[src/hw/cpu_pm_defs.vh]
// constants for the processor power state and event status block
`ifndef CPU_PM_DEFS_VH
`define CPU_PM_DEFS_VH

// word offsets inside the i/o window (byte address = offset, io_be_i selects the byte, bit 0 ignored)
`define OFS_EVENT_STATUS   8'h00
`define OFS_EVENT_ENABLE   8'h02
`define OFS_PM_CONTROL     8'h04
`define OFS_TIMER_LO       8'h08
`define OFS_TIMER_HI       8'h0a
`define OFS_CPU_BASE       8'h10
`define OFS_CPU_STRIDE     8'h08
`define OFS_CPU_CONTROL    8'h00
`define OFS_CPU_LEVEL      8'h04
`define OFS_CPU_LEVEL3_BYTE 1'b1

// event status / enable bit positions
`define BIT_TIMER_CARRY    0
`define BIT_BUS_MASTER     4
`define BIT_GLOBAL_RELEASE 5
`define BIT_POWER_BUTTON   8
`define BIT_SLEEP_BUTTON   9
`define STATUS_IMPL_MASK   16'h0331
`define ENABLE_IMPL_MASK   16'h0321
`define STATUS_RESET       16'h0000

// power management control bit positions
`define BIT_ROUTE_SELECT   0
`define BIT_BM_WAKE_EN     1
`define CONTROL_IMPL_MASK  16'h0003

// processor control: duty field and throttle enable
`define DUTY_OFFSET        1
`define DUTY_WIDTH         3
`define BIT_THROTTLE_EN    4
`define CPU_CTRL_MASK      16'h001e

// idle state codes
`define IDLE_RUN           2'b00
`define IDLE_LEVEL2        2'b01
`define IDLE_LEVEL3        2'b10

// timing
`define CLK_FREQ_KHZ       40000
`define OVERRIDE_TIME_MS   4000
`define THROTTLE_DIV       16'd999
`define TIMER_DIV          8'd10
`define TIMER_BITS         24

`endif

[src/hw/cpu_clock_ctl.v]
// per-processor clock logic: duty throttling and level 2 / level 3 idle entry
`timescale 1ns/100ps
`include "cpu_pm_defs.vh"
module cpu_clock_ctl (
    input  wire                   sys_clk_i,
    input  wire                   rst_n_i,
    input  wire                   throttle_tick_i,
    input  wire                   throttle_enable_i,
    input  wire [`DUTY_WIDTH-1:0] duty_i,
    input  wire                   level2_rd_i,
    input  wire                   level3_rd_i,
    input  wire                   irq_i,
    input  wire                   bm_req_i,
    input  wire                   bus_master_wake_enable_i,
    output reg                    stop_clock_n_o,
    output reg  [1:0]             idle_state_o
);
    reg [`DUTY_WIDTH-1:0] phase_r;
    reg [1:0]             idle_nxt;

    // phase runs 0..2^width-1; processor runs while phase < duty
    always @(posedge sys_clk_i or negedge rst_n_i) begin
        if (!rst_n_i) begin
            phase_r <= {`DUTY_WIDTH{1'b0}};
        end else if (!throttle_enable_i) begin
            phase_r <= {`DUTY_WIDTH{1'b0}};
        end else if (throttle_tick_i) begin
            phase_r <= phase_r + 1'b1;
        end
    end

    always @* begin
        idle_nxt = idle_state_o;
        case (idle_state_o)
            `IDLE_RUN: begin
                if (level3_rd_i) begin
                    idle_nxt = `IDLE_LEVEL3;
                end else if (level2_rd_i) begin
                    idle_nxt = `IDLE_LEVEL2;
                end
            end
            `IDLE_LEVEL2: begin
                if (irq_i) begin
                    idle_nxt = `IDLE_RUN;
                end
            end
            `IDLE_LEVEL3: begin
                if (irq_i || (bm_req_i && bus_master_wake_enable_i)) begin
                    idle_nxt = `IDLE_RUN;
                end
            end
            default: idle_nxt = `IDLE_RUN;
        endcase
    end

    always @(posedge sys_clk_i or negedge rst_n_i) begin
        if (!rst_n_i) begin
            idle_state_o   <= `IDLE_RUN;
            stop_clock_n_o <= 1'b1;
        end else begin
            idle_state_o <= idle_nxt;
            if (idle_nxt != `IDLE_RUN) begin
                stop_clock_n_o <= 1'b0;
            end else begin
                // exactly duty of every 2^width ticks run, never fewer
                stop_clock_n_o <= !throttle_enable_i || (phase_r < duty_i);
            end
        end
    end
endmodule // cpu_clock_ctl

[src/hw/cpu_power_state_and_pm_status.v]
// processor power state control and fixed event status registers
//
// How it works
// - with throttling on, processor runs duty/2^width of time, never less.
// - throttled performance equals the programmed level exactly, never below it.
// - active-low stop-clock is pulsed periodically to emulate a divided clock.
// - reading the level-2 entry register puts that processor into idle level 2.
// - reading the level-3 entry register puts that processor into idle level 3.
// - each processor has its own register block and identical clock logic.
// - unimplemented event bits read zero and ignore writes; enable also lacks bus master bit 4.
// - registers accept any byte-granular access width up to full width.
// - each grouping sits at its own 32-bit aligned address, byte or word access.
// - event status resets to zero and is cleared before entering working state.
// - timer carry flag sets on every counter msb toggle; with enable raises event.
// - bus master flag sets on any bus request, cleared by writing one or by entering working state.
// - global release flag sets when firmware releases the lock, raising an event.
// - power button flag sets on press, write-one clear; wakes always when asleep.
// - button held over four seconds clears its flag and, when not sleeping, forces soft-off.
// - a power button wake sets its flag before software resumes.
// - sleep button flag sets on press, write-one clear; wakes only when enabled.
// - a sleep button wake sets its flag before software resumes.
// - status bits 1-3 and 6-7 have no function and read zero.
// - route select steers events to os interrupt when set, firmware otherwise.
// - with bus master wake enabled, bus requests end idle level 3.
`timescale 1ns/100ps
`include "cpu_pm_defs.vh"
module cpu_power_state_and_pm_status #(
    parameter NUM_CPU          = 2,
    parameter OVERRIDE_CYCLES  = `OVERRIDE_TIME_MS * `CLK_FREQ_KHZ
) (
    input  wire                 sys_clk_i,
    input  wire                 rst_n_i,
    input  wire [7:0]           io_addr_i,
    input  wire [1:0]           io_be_i,
    input  wire                 io_rd_i,
    input  wire                 io_wr_i,
    input  wire [15:0]          io_wdata_i,
    output reg  [15:0]          io_rdata_o,
    input  wire                 power_button_i,
    input  wire                 sleep_button_i,
    input  wire                 bm_req_i,
    input  wire                 fw_lock_release_i,
    input  wire                 ext_irq_i,
    input  wire                 sleeping_i,
    input  wire                 enter_working_i,
    output wire                 os_event_interrupt_o,
    output wire                 firmware_mgmt_interrupt_o,
    output reg                  wake_o,
    output reg                  soft_off_o,
    output wire [NUM_CPU-1:0]   stop_clock_n_o,
    output wire [2*NUM_CPU-1:0] idle_state_o
);
    localparam OVR_W = 28;
    localparam [OVR_W-1:0] OVR_LIMIT = OVERRIDE_CYCLES[OVR_W-1:0];

    reg  [15:0]            event_status_r;
    reg  [15:0]            event_status_nxt;
    reg  [15:0]            event_enable_r;
    reg  [15:0]            pm_control_r;
    reg  [15:0]            cpu_ctrl_r [0:NUM_CPU-1];
    reg  [`TIMER_BITS-1:0] timer_r;
    reg  [7:0]             timer_div_r;
    reg  [15:0]            thr_div_r;
    reg                    thr_tick_r;
    reg  [OVR_W-1:0]       ovr_cnt_r;
    reg                    pwr_q_r;
    reg                    slp_q_r;
    reg                    gbl_q_r;
    reg  [15:0]            rdata_nxt;
    wire [4:0]             pin_raw;
    wire [4:0]             pin_lvl;
    wire                   pwr_lvl;
    wire                   slp_lvl;
    wire                   bm_lvl;
    wire                   gbl_lvl;
    wire                   irq_lvl;
    wire [15:0]            wmask;
    wire [15:0]            pending;
    wire                   any_event;
    wire                   pwr_press;
    wire                   slp_press;
    wire                   gbl_rise;
    wire                   timer_tick;
    wire                   timer_carry;
    wire                   override_hit;
    wire [NUM_CPU-1:0]     cpu_sel;

    //////////////////////////////////////////////////////////////////////////
    // pin synchronisers
    assign pin_raw = {ext_irq_i, fw_lock_release_i, bm_req_i, sleep_button_i, power_button_i};

    genvar g;
    generate
        for (g = 0; g < 5; g = g + 1) begin : g_sync
            pin_sync3 u_sync (
                .sys_clk_i (sys_clk_i),
                .rst_n_i   (rst_n_i),
                .pin_i     (pin_raw[g]),
                .level_o   (pin_lvl[g])
            );
        end
    endgenerate

    assign pwr_lvl = pin_lvl[0];
    assign slp_lvl = pin_lvl[1];
    assign bm_lvl  = pin_lvl[2];
    assign gbl_lvl = pin_lvl[3];
    assign irq_lvl = pin_lvl[4];

    always @(posedge sys_clk_i or negedge rst_n_i) begin
        if (!rst_n_i) begin
            pwr_q_r <= 1'b0;
            slp_q_r <= 1'b0;
            gbl_q_r <= 1'b0;
        end else begin
            pwr_q_r <= pwr_lvl;
            slp_q_r <= slp_lvl;
            gbl_q_r <= gbl_lvl;
        end
    end

    assign pwr_press = pwr_lvl && !pwr_q_r;
    assign slp_press = slp_lvl && !slp_q_r;
    assign gbl_rise  = gbl_lvl && !gbl_q_r;

    //////////////////////////////////////////////////////////////////////////
    // dividers, free-running timer, power button override counter
    assign timer_tick  = (timer_div_r == `TIMER_DIV);
    assign timer_carry = timer_tick &&
                         (timer_r[`TIMER_BITS-2:0] == {(`TIMER_BITS-1){1'b1}});
    assign override_hit = pwr_lvl && (ovr_cnt_r == OVR_LIMIT);

    always @(posedge sys_clk_i or negedge rst_n_i) begin
        if (!rst_n_i) begin
            timer_div_r <= 8'h00;
            timer_r     <= {`TIMER_BITS{1'b0}};
            thr_div_r   <= 16'h0000;
            thr_tick_r  <= 1'b0;
            ovr_cnt_r   <= {OVR_W{1'b0}};
            soft_off_o  <= 1'b0;
        end else begin
            timer_div_r <= timer_tick ? 8'h00 : timer_div_r + 8'h01;
            if (timer_tick) begin
                timer_r <= timer_r + 1'b1;
            end
            thr_tick_r <= (thr_div_r == `THROTTLE_DIV);
            thr_div_r  <= (thr_div_r == `THROTTLE_DIV) ? 16'h0000 : thr_div_r + 16'h0001;
            // held-button timer counts every cycle while held, clears on release, stops at the limit
            if (!pwr_lvl) begin
                ovr_cnt_r <= {OVR_W{1'b0}};
            end else if (ovr_cnt_r != OVR_LIMIT) begin
                ovr_cnt_r <= ovr_cnt_r + 1'b1;
            end
            soft_off_o <= override_hit && !sleeping_i;
        end
    end

    //////////////////////////////////////////////////////////////////////////
    // address decode
    assign wmask = {{8{io_be_i[1]}}, {8{io_be_i[0]}}};

    generate
        for (g = 0; g < NUM_CPU; g = g + 1) begin : g_sel
            assign cpu_sel[g] = (io_addr_i[7:3] == ((`OFS_CPU_BASE + g * `OFS_CPU_STRIDE) >> 3));
        end
    endgenerate

    //////////////////////////////////////////////////////////////////////////
    // event status: hardware set wins over write-one clear
    always @* begin
        event_status_nxt = event_status_r;
        if (io_wr_i && io_addr_i[7:1] == `OFS_EVENT_STATUS >> 1) begin
            event_status_nxt = event_status_r & ~(io_wdata_i & wmask);
        end
        if (timer_carry) begin
            event_status_nxt[`BIT_TIMER_CARRY] = 1'b1;
        end
        if (bm_lvl) begin
            event_status_nxt[`BIT_BUS_MASTER] = 1'b1;
        end
        if (gbl_rise) begin
            event_status_nxt[`BIT_GLOBAL_RELEASE] = 1'b1;
        end
        if (pwr_press) begin
            event_status_nxt[`BIT_POWER_BUTTON] = 1'b1;
        end
        if (slp_press) begin
            event_status_nxt[`BIT_SLEEP_BUTTON] = 1'b1;
        end
        if (override_hit) begin
            event_status_nxt[`BIT_POWER_BUTTON] = 1'b0;
        end
        if (enter_working_i) begin
            event_status_nxt = `STATUS_RESET;
        end
        event_status_nxt = event_status_nxt & `STATUS_IMPL_MASK;
    end

    //////////////////////////////////////////////////////////////////////////
    // writable registers
    integer i;
    integer j;
    always @(posedge sys_clk_i or negedge rst_n_i) begin
        if (!rst_n_i) begin
            event_status_r <= `STATUS_RESET;
            event_enable_r <= 16'h0000;
            pm_control_r   <= 16'h0000;
            for (i = 0; i < NUM_CPU; i = i + 1) begin
                cpu_ctrl_r[i] <= 16'h0000;
            end
        end else begin
            event_status_r <= event_status_nxt;
            if (enter_working_i) begin
                event_enable_r <= 16'h0000;
            end else if (io_wr_i && io_addr_i[7:1] == `OFS_EVENT_ENABLE >> 1) begin
                event_enable_r <= ((event_enable_r & ~wmask) | (io_wdata_i & wmask)) & `ENABLE_IMPL_MASK;
            end
            if (io_wr_i && io_addr_i[7:1] == `OFS_PM_CONTROL >> 1) begin
                pm_control_r <= ((pm_control_r & ~wmask) | (io_wdata_i & wmask)) & `CONTROL_IMPL_MASK;
            end
            for (i = 0; i < NUM_CPU; i = i + 1) begin
                if (io_wr_i && cpu_sel[i] && io_addr_i[2:1] == `OFS_CPU_CONTROL >> 1) begin
                    cpu_ctrl_r[i] <= ((cpu_ctrl_r[i] & ~wmask) | (io_wdata_i & wmask)) & `CPU_CTRL_MASK;
                end
            end
        end
    end

    //////////////////////////////////////////////////////////////////////////
    // interrupt routing and wake
    assign pending   = event_status_r & event_enable_r;
    assign any_event = |pending;
    assign os_event_interrupt_o      = any_event && pm_control_r[`BIT_ROUTE_SELECT];
    assign firmware_mgmt_interrupt_o = any_event && !pm_control_r[`BIT_ROUTE_SELECT];

    always @(posedge sys_clk_i or negedge rst_n_i) begin
        if (!rst_n_i) begin
            wake_o <= 1'b0;
        end else begin
            wake_o <= sleeping_i &&
                      (pwr_press || (slp_press && event_enable_r[`BIT_SLEEP_BUTTON]));
        end
    end

    //////////////////////////////////////////////////////////////////////////
    // read data, registered one cycle after the read strobe
    always @* begin
        rdata_nxt = 16'h0000;
        j         = 0;
        case (io_addr_i[7:1])
            `OFS_EVENT_STATUS >> 1: rdata_nxt = event_status_r;
            `OFS_EVENT_ENABLE >> 1: rdata_nxt = event_enable_r;
            `OFS_PM_CONTROL >> 1:   rdata_nxt = pm_control_r;
            `OFS_TIMER_LO >> 1:     rdata_nxt = timer_r[15:0];
            `OFS_TIMER_HI >> 1:     rdata_nxt = {{(32-`TIMER_BITS){1'b0}}, timer_r[`TIMER_BITS-1:16]};
            default: begin
                for (j = 0; j < NUM_CPU; j = j + 1) begin
                    if (cpu_sel[j] && io_addr_i[2:1] == `OFS_CPU_CONTROL >> 1) begin
                        rdata_nxt = cpu_ctrl_r[j];
                    end
                end
            end
        endcase
        rdata_nxt = rdata_nxt & wmask;
    end

    always @(posedge sys_clk_i or negedge rst_n_i) begin
        if (!rst_n_i) begin
            io_rdata_o <= 16'h0000;
        end else if (io_rd_i) begin
            io_rdata_o <= rdata_nxt;
        end
    end

    //////////////////////////////////////////////////////////////////////////
    // one clock logic instance per processor
    generate
        for (g = 0; g < NUM_CPU; g = g + 1) begin : g_cpu
            wire lvl_hit;
            assign lvl_hit = io_rd_i && cpu_sel[g] && io_addr_i[2:1] == `OFS_CPU_LEVEL >> 1;
            cpu_clock_ctl u_clk (
                .sys_clk_i                (sys_clk_i),
                .rst_n_i                  (rst_n_i),
                .throttle_tick_i          (thr_tick_r),
                .throttle_enable_i        (cpu_ctrl_r[g][`BIT_THROTTLE_EN]),
                .duty_i                   (cpu_ctrl_r[g][`DUTY_OFFSET+`DUTY_WIDTH-1:`DUTY_OFFSET]),
                .level2_rd_i              (lvl_hit && io_be_i[0]),
                .level3_rd_i              (lvl_hit && io_be_i[1]),
                .irq_i                    (irq_lvl || any_event),
                .bm_req_i                 (bm_lvl),
                .bus_master_wake_enable_i (pm_control_r[`BIT_BM_WAKE_EN]),
                .stop_clock_n_o           (stop_clock_n_o[g]),
                .idle_state_o             (idle_state_o[2*g+1:2*g])
            );
        end
    endgenerate
endmodule // cpu_power_state_and_pm_status

[src/hw/pin_sync3.v]
// three-stage synchroniser with agreement filter for one pin
`timescale 1ns/100ps
module pin_sync3 (
    input  wire sys_clk_i,
    input  wire rst_n_i,
    input  wire pin_i,
    output reg  level_o
);
    reg s1_r;
    reg s2_r;
    reg s3_r;

    always @(posedge sys_clk_i or negedge rst_n_i) begin
        if (!rst_n_i) begin
            s1_r    <= 1'b0;
            s2_r    <= 1'b0;
            s3_r    <= 1'b0;
            level_o <= 1'b0;
        end else begin
            s1_r <= pin_i;
            s2_r <= s1_r;
            s3_r <= s2_r;
            if (s2_r == s3_r) begin
                level_o <= s3_r;
            end
        end
    end
endmodule // pin_sync3

[config.mk]
export PLATFORM = sky130hd
export DESIGN_NAME = cpu_power_state_and_pm_status
export DESIGN_NICKNAME = d
export VERILOG_FILES = /design/src/hw/cpu_clock_ctl.v /design/src/hw/cpu_power_state_and_pm_status.v /design/src/hw/pin_sync3.v
export VERILOG_INCLUDE_DIRS = /design/src /design/src/hw
export SDC_FILE = /design/constraint.sdc
export NUM_CORES = 1
export LEC_CHECK = 0
export ABC_CLOCK_PERIOD_IN_PS = 3500
export BUFFER_PORTS_ARGS = -buffer_cell sky130_fd_sc_hd__buf_2
export CORE_ASPECT_RATIO = 0.8
export CORE_MARGIN = 10
export CORE_UTILIZATION = 60
export CTS_BUF_LIST = sky130_fd_sc_hd__clkbuf_4 sky130_fd_sc_hd__clkbuf_8
export DETAILED_ROUTE_END_ITERATION = 12
export GPL_ROUTABILITY_DRIVEN = 0
export PLACE_DENSITY = 0.8
export SLEW_MARGIN = 5
export SYNTH_ARGS = -nofsm -noshare
export SYNTH_HDL_FRONTEND = slang
export SYNTH_SLANG_ARGS = --single-unit
[constraint.sdc]
create_clock -name sys_clk_i -period 3.5 [get_ports sys_clk_i]
set_input_delay 0.35 -clock sys_clk_i [delete_from_list [all_inputs] [get_ports sys_clk_i]]
set_output_delay 0.35 -clock sys_clk_i [all_outputs]
set_load 0.03 [all_outputs]
==> out/qor.csv <==
metric,value,unit
Die X,140,µm
Ant. Diodes,0,
Synthesized Nets,675,
first-pass GRT wire length,24.0,mm
worst hold path type,primary input to async pin,
die footprint,0.0163,mm²
number of global-route vias before repair,4867,
fraction of registers with async set/reset,100,%
met2 capacity usage during global routing,27.7,%
Placement Cell Area,0.00731,mm²
drt via density,5.82,
via count,4908,
H-tree level count,4,
maxcap violations,0,
initial drt markers,395,
Period minus WS final,2.23,ns
unrepaired setup endpoints after global routing,false,
synthesized area,0.00693,mm²
post-cts resize count,0,
fraction of layout cells with a size suffix above 1,15.5,%
Clock Path Buffers,2,
setup slack after layout,1.27,ns
synthesis-stage register bit count,149,
pre-CTS setup slack,1.27,ns
die height,116,µm
hpwl dp,9.85,mm
crit end category,flop,
DRC Markers,0,
launching point of the worst reg2reg path,timer_div_r[0],
number of synthesized flops with an enable pin,0,
pins over their slew limit,0,
reg2reg path depth,7,
Fillers,842,
Final Setup Violations,0,
register area share after synthesis,53.9,%
CP arrival,2.54,ns
overall routed net length,14.0,mm
violated checks,negative hold slack,
DRT Pass-1 Iters,5,
leak pwr,3.64,nW
largest net degree at the start of global routing,92,
Synth Flop Type,dfrtp_1,
worst-margin pin slew,0.842,ns
Starting Density,60.8,%
Slew HR,43.4,%
final worst-path cycle share,63.6,%
Nets,731,
Final Skew,0.0112,ns
register area,0.00373,mm²
status,"complete, but fails checks",
pwr dens,436,mW/mm²
CTS Buf Count,17,
Site Rows,35,
Total Power,3.39,mW
clock transition at the registers of the reported paths,0.08,ns
setup TNS,0,ns
met3 Resource Use GR,5.16,%
met1 Track Usage GR,23.9,%
FMAX,449,MHz
"most common cell after layout, fill and taps aside",dfrtp_1,
post-route ant nets,0,
Hold WS,-0.0165,ns
latest clock arrival within the worst-skew pair,0.44,ns
number of I/O pins,63,
Cells after Synth,626,
count of cell types in the netlist,53,
final hold vios,10,
final instance area,0.00778,mm²
Yosys Warn Count,0,
Reg2Reg Capture Point,timer_r[23],
PortBufs,53,
footprint of the multi-input gates,0.00302,mm²
"setup slack, reg-to-reg",1.27,ns
"Req. time, crit path",3.82,ns
"commonest cells after routing, fill and taps aside","147 x dfrtp_1, 52 x buf_2, 43 x xnor2_1",
Root Buffer,clkbuf_8,
total core area,0.0114,mm²
Top Usage Layer GRT,met2,
total gr overflow,0,
clk sinks,149,
syn avg cell area,11.1,µm²
Crit Path Category,flop to flop,
Peak VDD IR,0.463,mV
initial antenna violation count,1,
CTS tree,built,
GRT Total Usage,17.7,%
CP Max Fanout,6,
WL per Instance,16.6,µm
crit start category,flop,
synth-to-layout area growth,12.3,%
==> cells in the mapped netlist, drive strengths merged (9+ instances only) <==
library cell	instances	share of area [%]
nand4	14	1.3
clkbuf	9	0.49
mux2	13	2.3
nand2	42	2.3
nor3	21	1.5
nand3	37	2.7
nor2	32	1.7
buf	11	0.81
dfrtp	147	53
xor2	26	3.3
inv	22	1.2
or3	10	0.90
o21ai	23	1.7
a21oi	12	0.87
ha	12	2.2
and3	15	1.4
nor4	12	1.5
mux2i	18	2.6
nor2b	10	0.90
a22o	10	1.3
xnor2	43	5.4
and2	28	2.5
==> power by group <==
part	switching [mW]	internal, mW	total, mW	leakage [nW]
combinational	0.102	0.0611	0.163	1.43
sequential	0.0358	1.76	1.79	1.98
clock	0.606	0.833	1.44	0.225
==> critical path: stages (launching register included) <==
cell and delay, ns:
dfrtp_1 0.44, inv_1 0.08, ha_1 0.13, nor4b_2 0.33
nand4_1 0.26, nor3_1 0.56, nand2_1 0.16, xnor2_1 0.16
==> per-layer routing <==
layer  routed length (µm)  vias to the layer above
met1                 6610                     2444
met5                   17                        -
met3                  779                       24
met4                  225                        2
li1                     -                     2312
met2                 6360                      126
==> how the worst max path moves through the flow <==
stage          depth (start not counted)           endpoint      startpoint
2_1_floorplan                          7        timer_r[19]  timer_div_r[0]
3_3_place_gp                           7        timer_r[19]  timer_div_r[0]
3_5_place_dp                           6  event_enable_r[5]    io_addr_i[6]
4_1_cts                                7        timer_r[19]  timer_div_r[0]
5_1_grt                                7        timer_r[23]  timer_div_r[0]
6_report                               7        timer_r[23]  timer_div_r[0]
==> cell families (layout without fill, tap and decap cells) <==
family                   Yosys count  in the layout  synth area share [%]
AND/OR/NAND/NOR                  251            251                  20.5
AO/OA/AOI/OAI                     66             66                  6.27
XOR/XNOR                          69             69                  8.73
adder cells (fa/ha/maj)           17             17                  2.89
multiplexers                      32             32                  5.26
flip-flops                       149            149                  53.9
buffers and inverters             42            111                  2.49
==> state kept, by name, summed over array words and instances, names as in the netlist, 5 cells and up, named ones only <==
| name | count |
|---|---|
| g_sync.u_sync.s2_r | 5 |
| timer_r | 24 |
| thr_div_r | 16 |
| g_sync.u_sync.s3_r | 5 |
| ovr_cnt_r | 28 |
| event_status_r | 5 |
| g_cpu.u_clk.phase_r | 6 |
| io_rdata_o | 16 |
| g_sync.u_sync.s1_r | 5 |
| g_sync.u_sync.level_o | 5 |
| timer_div_r | 8 |
==> layout make-up <==
cell class | count | share of cell area, %
inverters | 22 | 1.06
flip-flops and latches | 149 | 48.0
well taps | 148 | 2.38
clock buffers | 23 | 3.67
repair buffers | 57 | 4.13
multi-input cells | 435 | 38.8
clock inverters | 9 | 1.95
==> through the flow <==
stage	utilization, %	instances	hold WS (ns)
after global routing	68.3	843	0.00144
after global placement	64.2	808	0.336
after detailed placement	64.2	808	0.337
after CTS	68.1	840	0.00359
final	68.3	843	-0.0165
after floorplan	-	626	0.0544
==> timing repair <==
action,in CTS,in global routing
endpoints found under the setup margin,0,0
buffers inserted,0,0
hold buffers,0,3
hold endpoints to repair,0,3
Note: power is estimated with default switching activity, not from simulation.
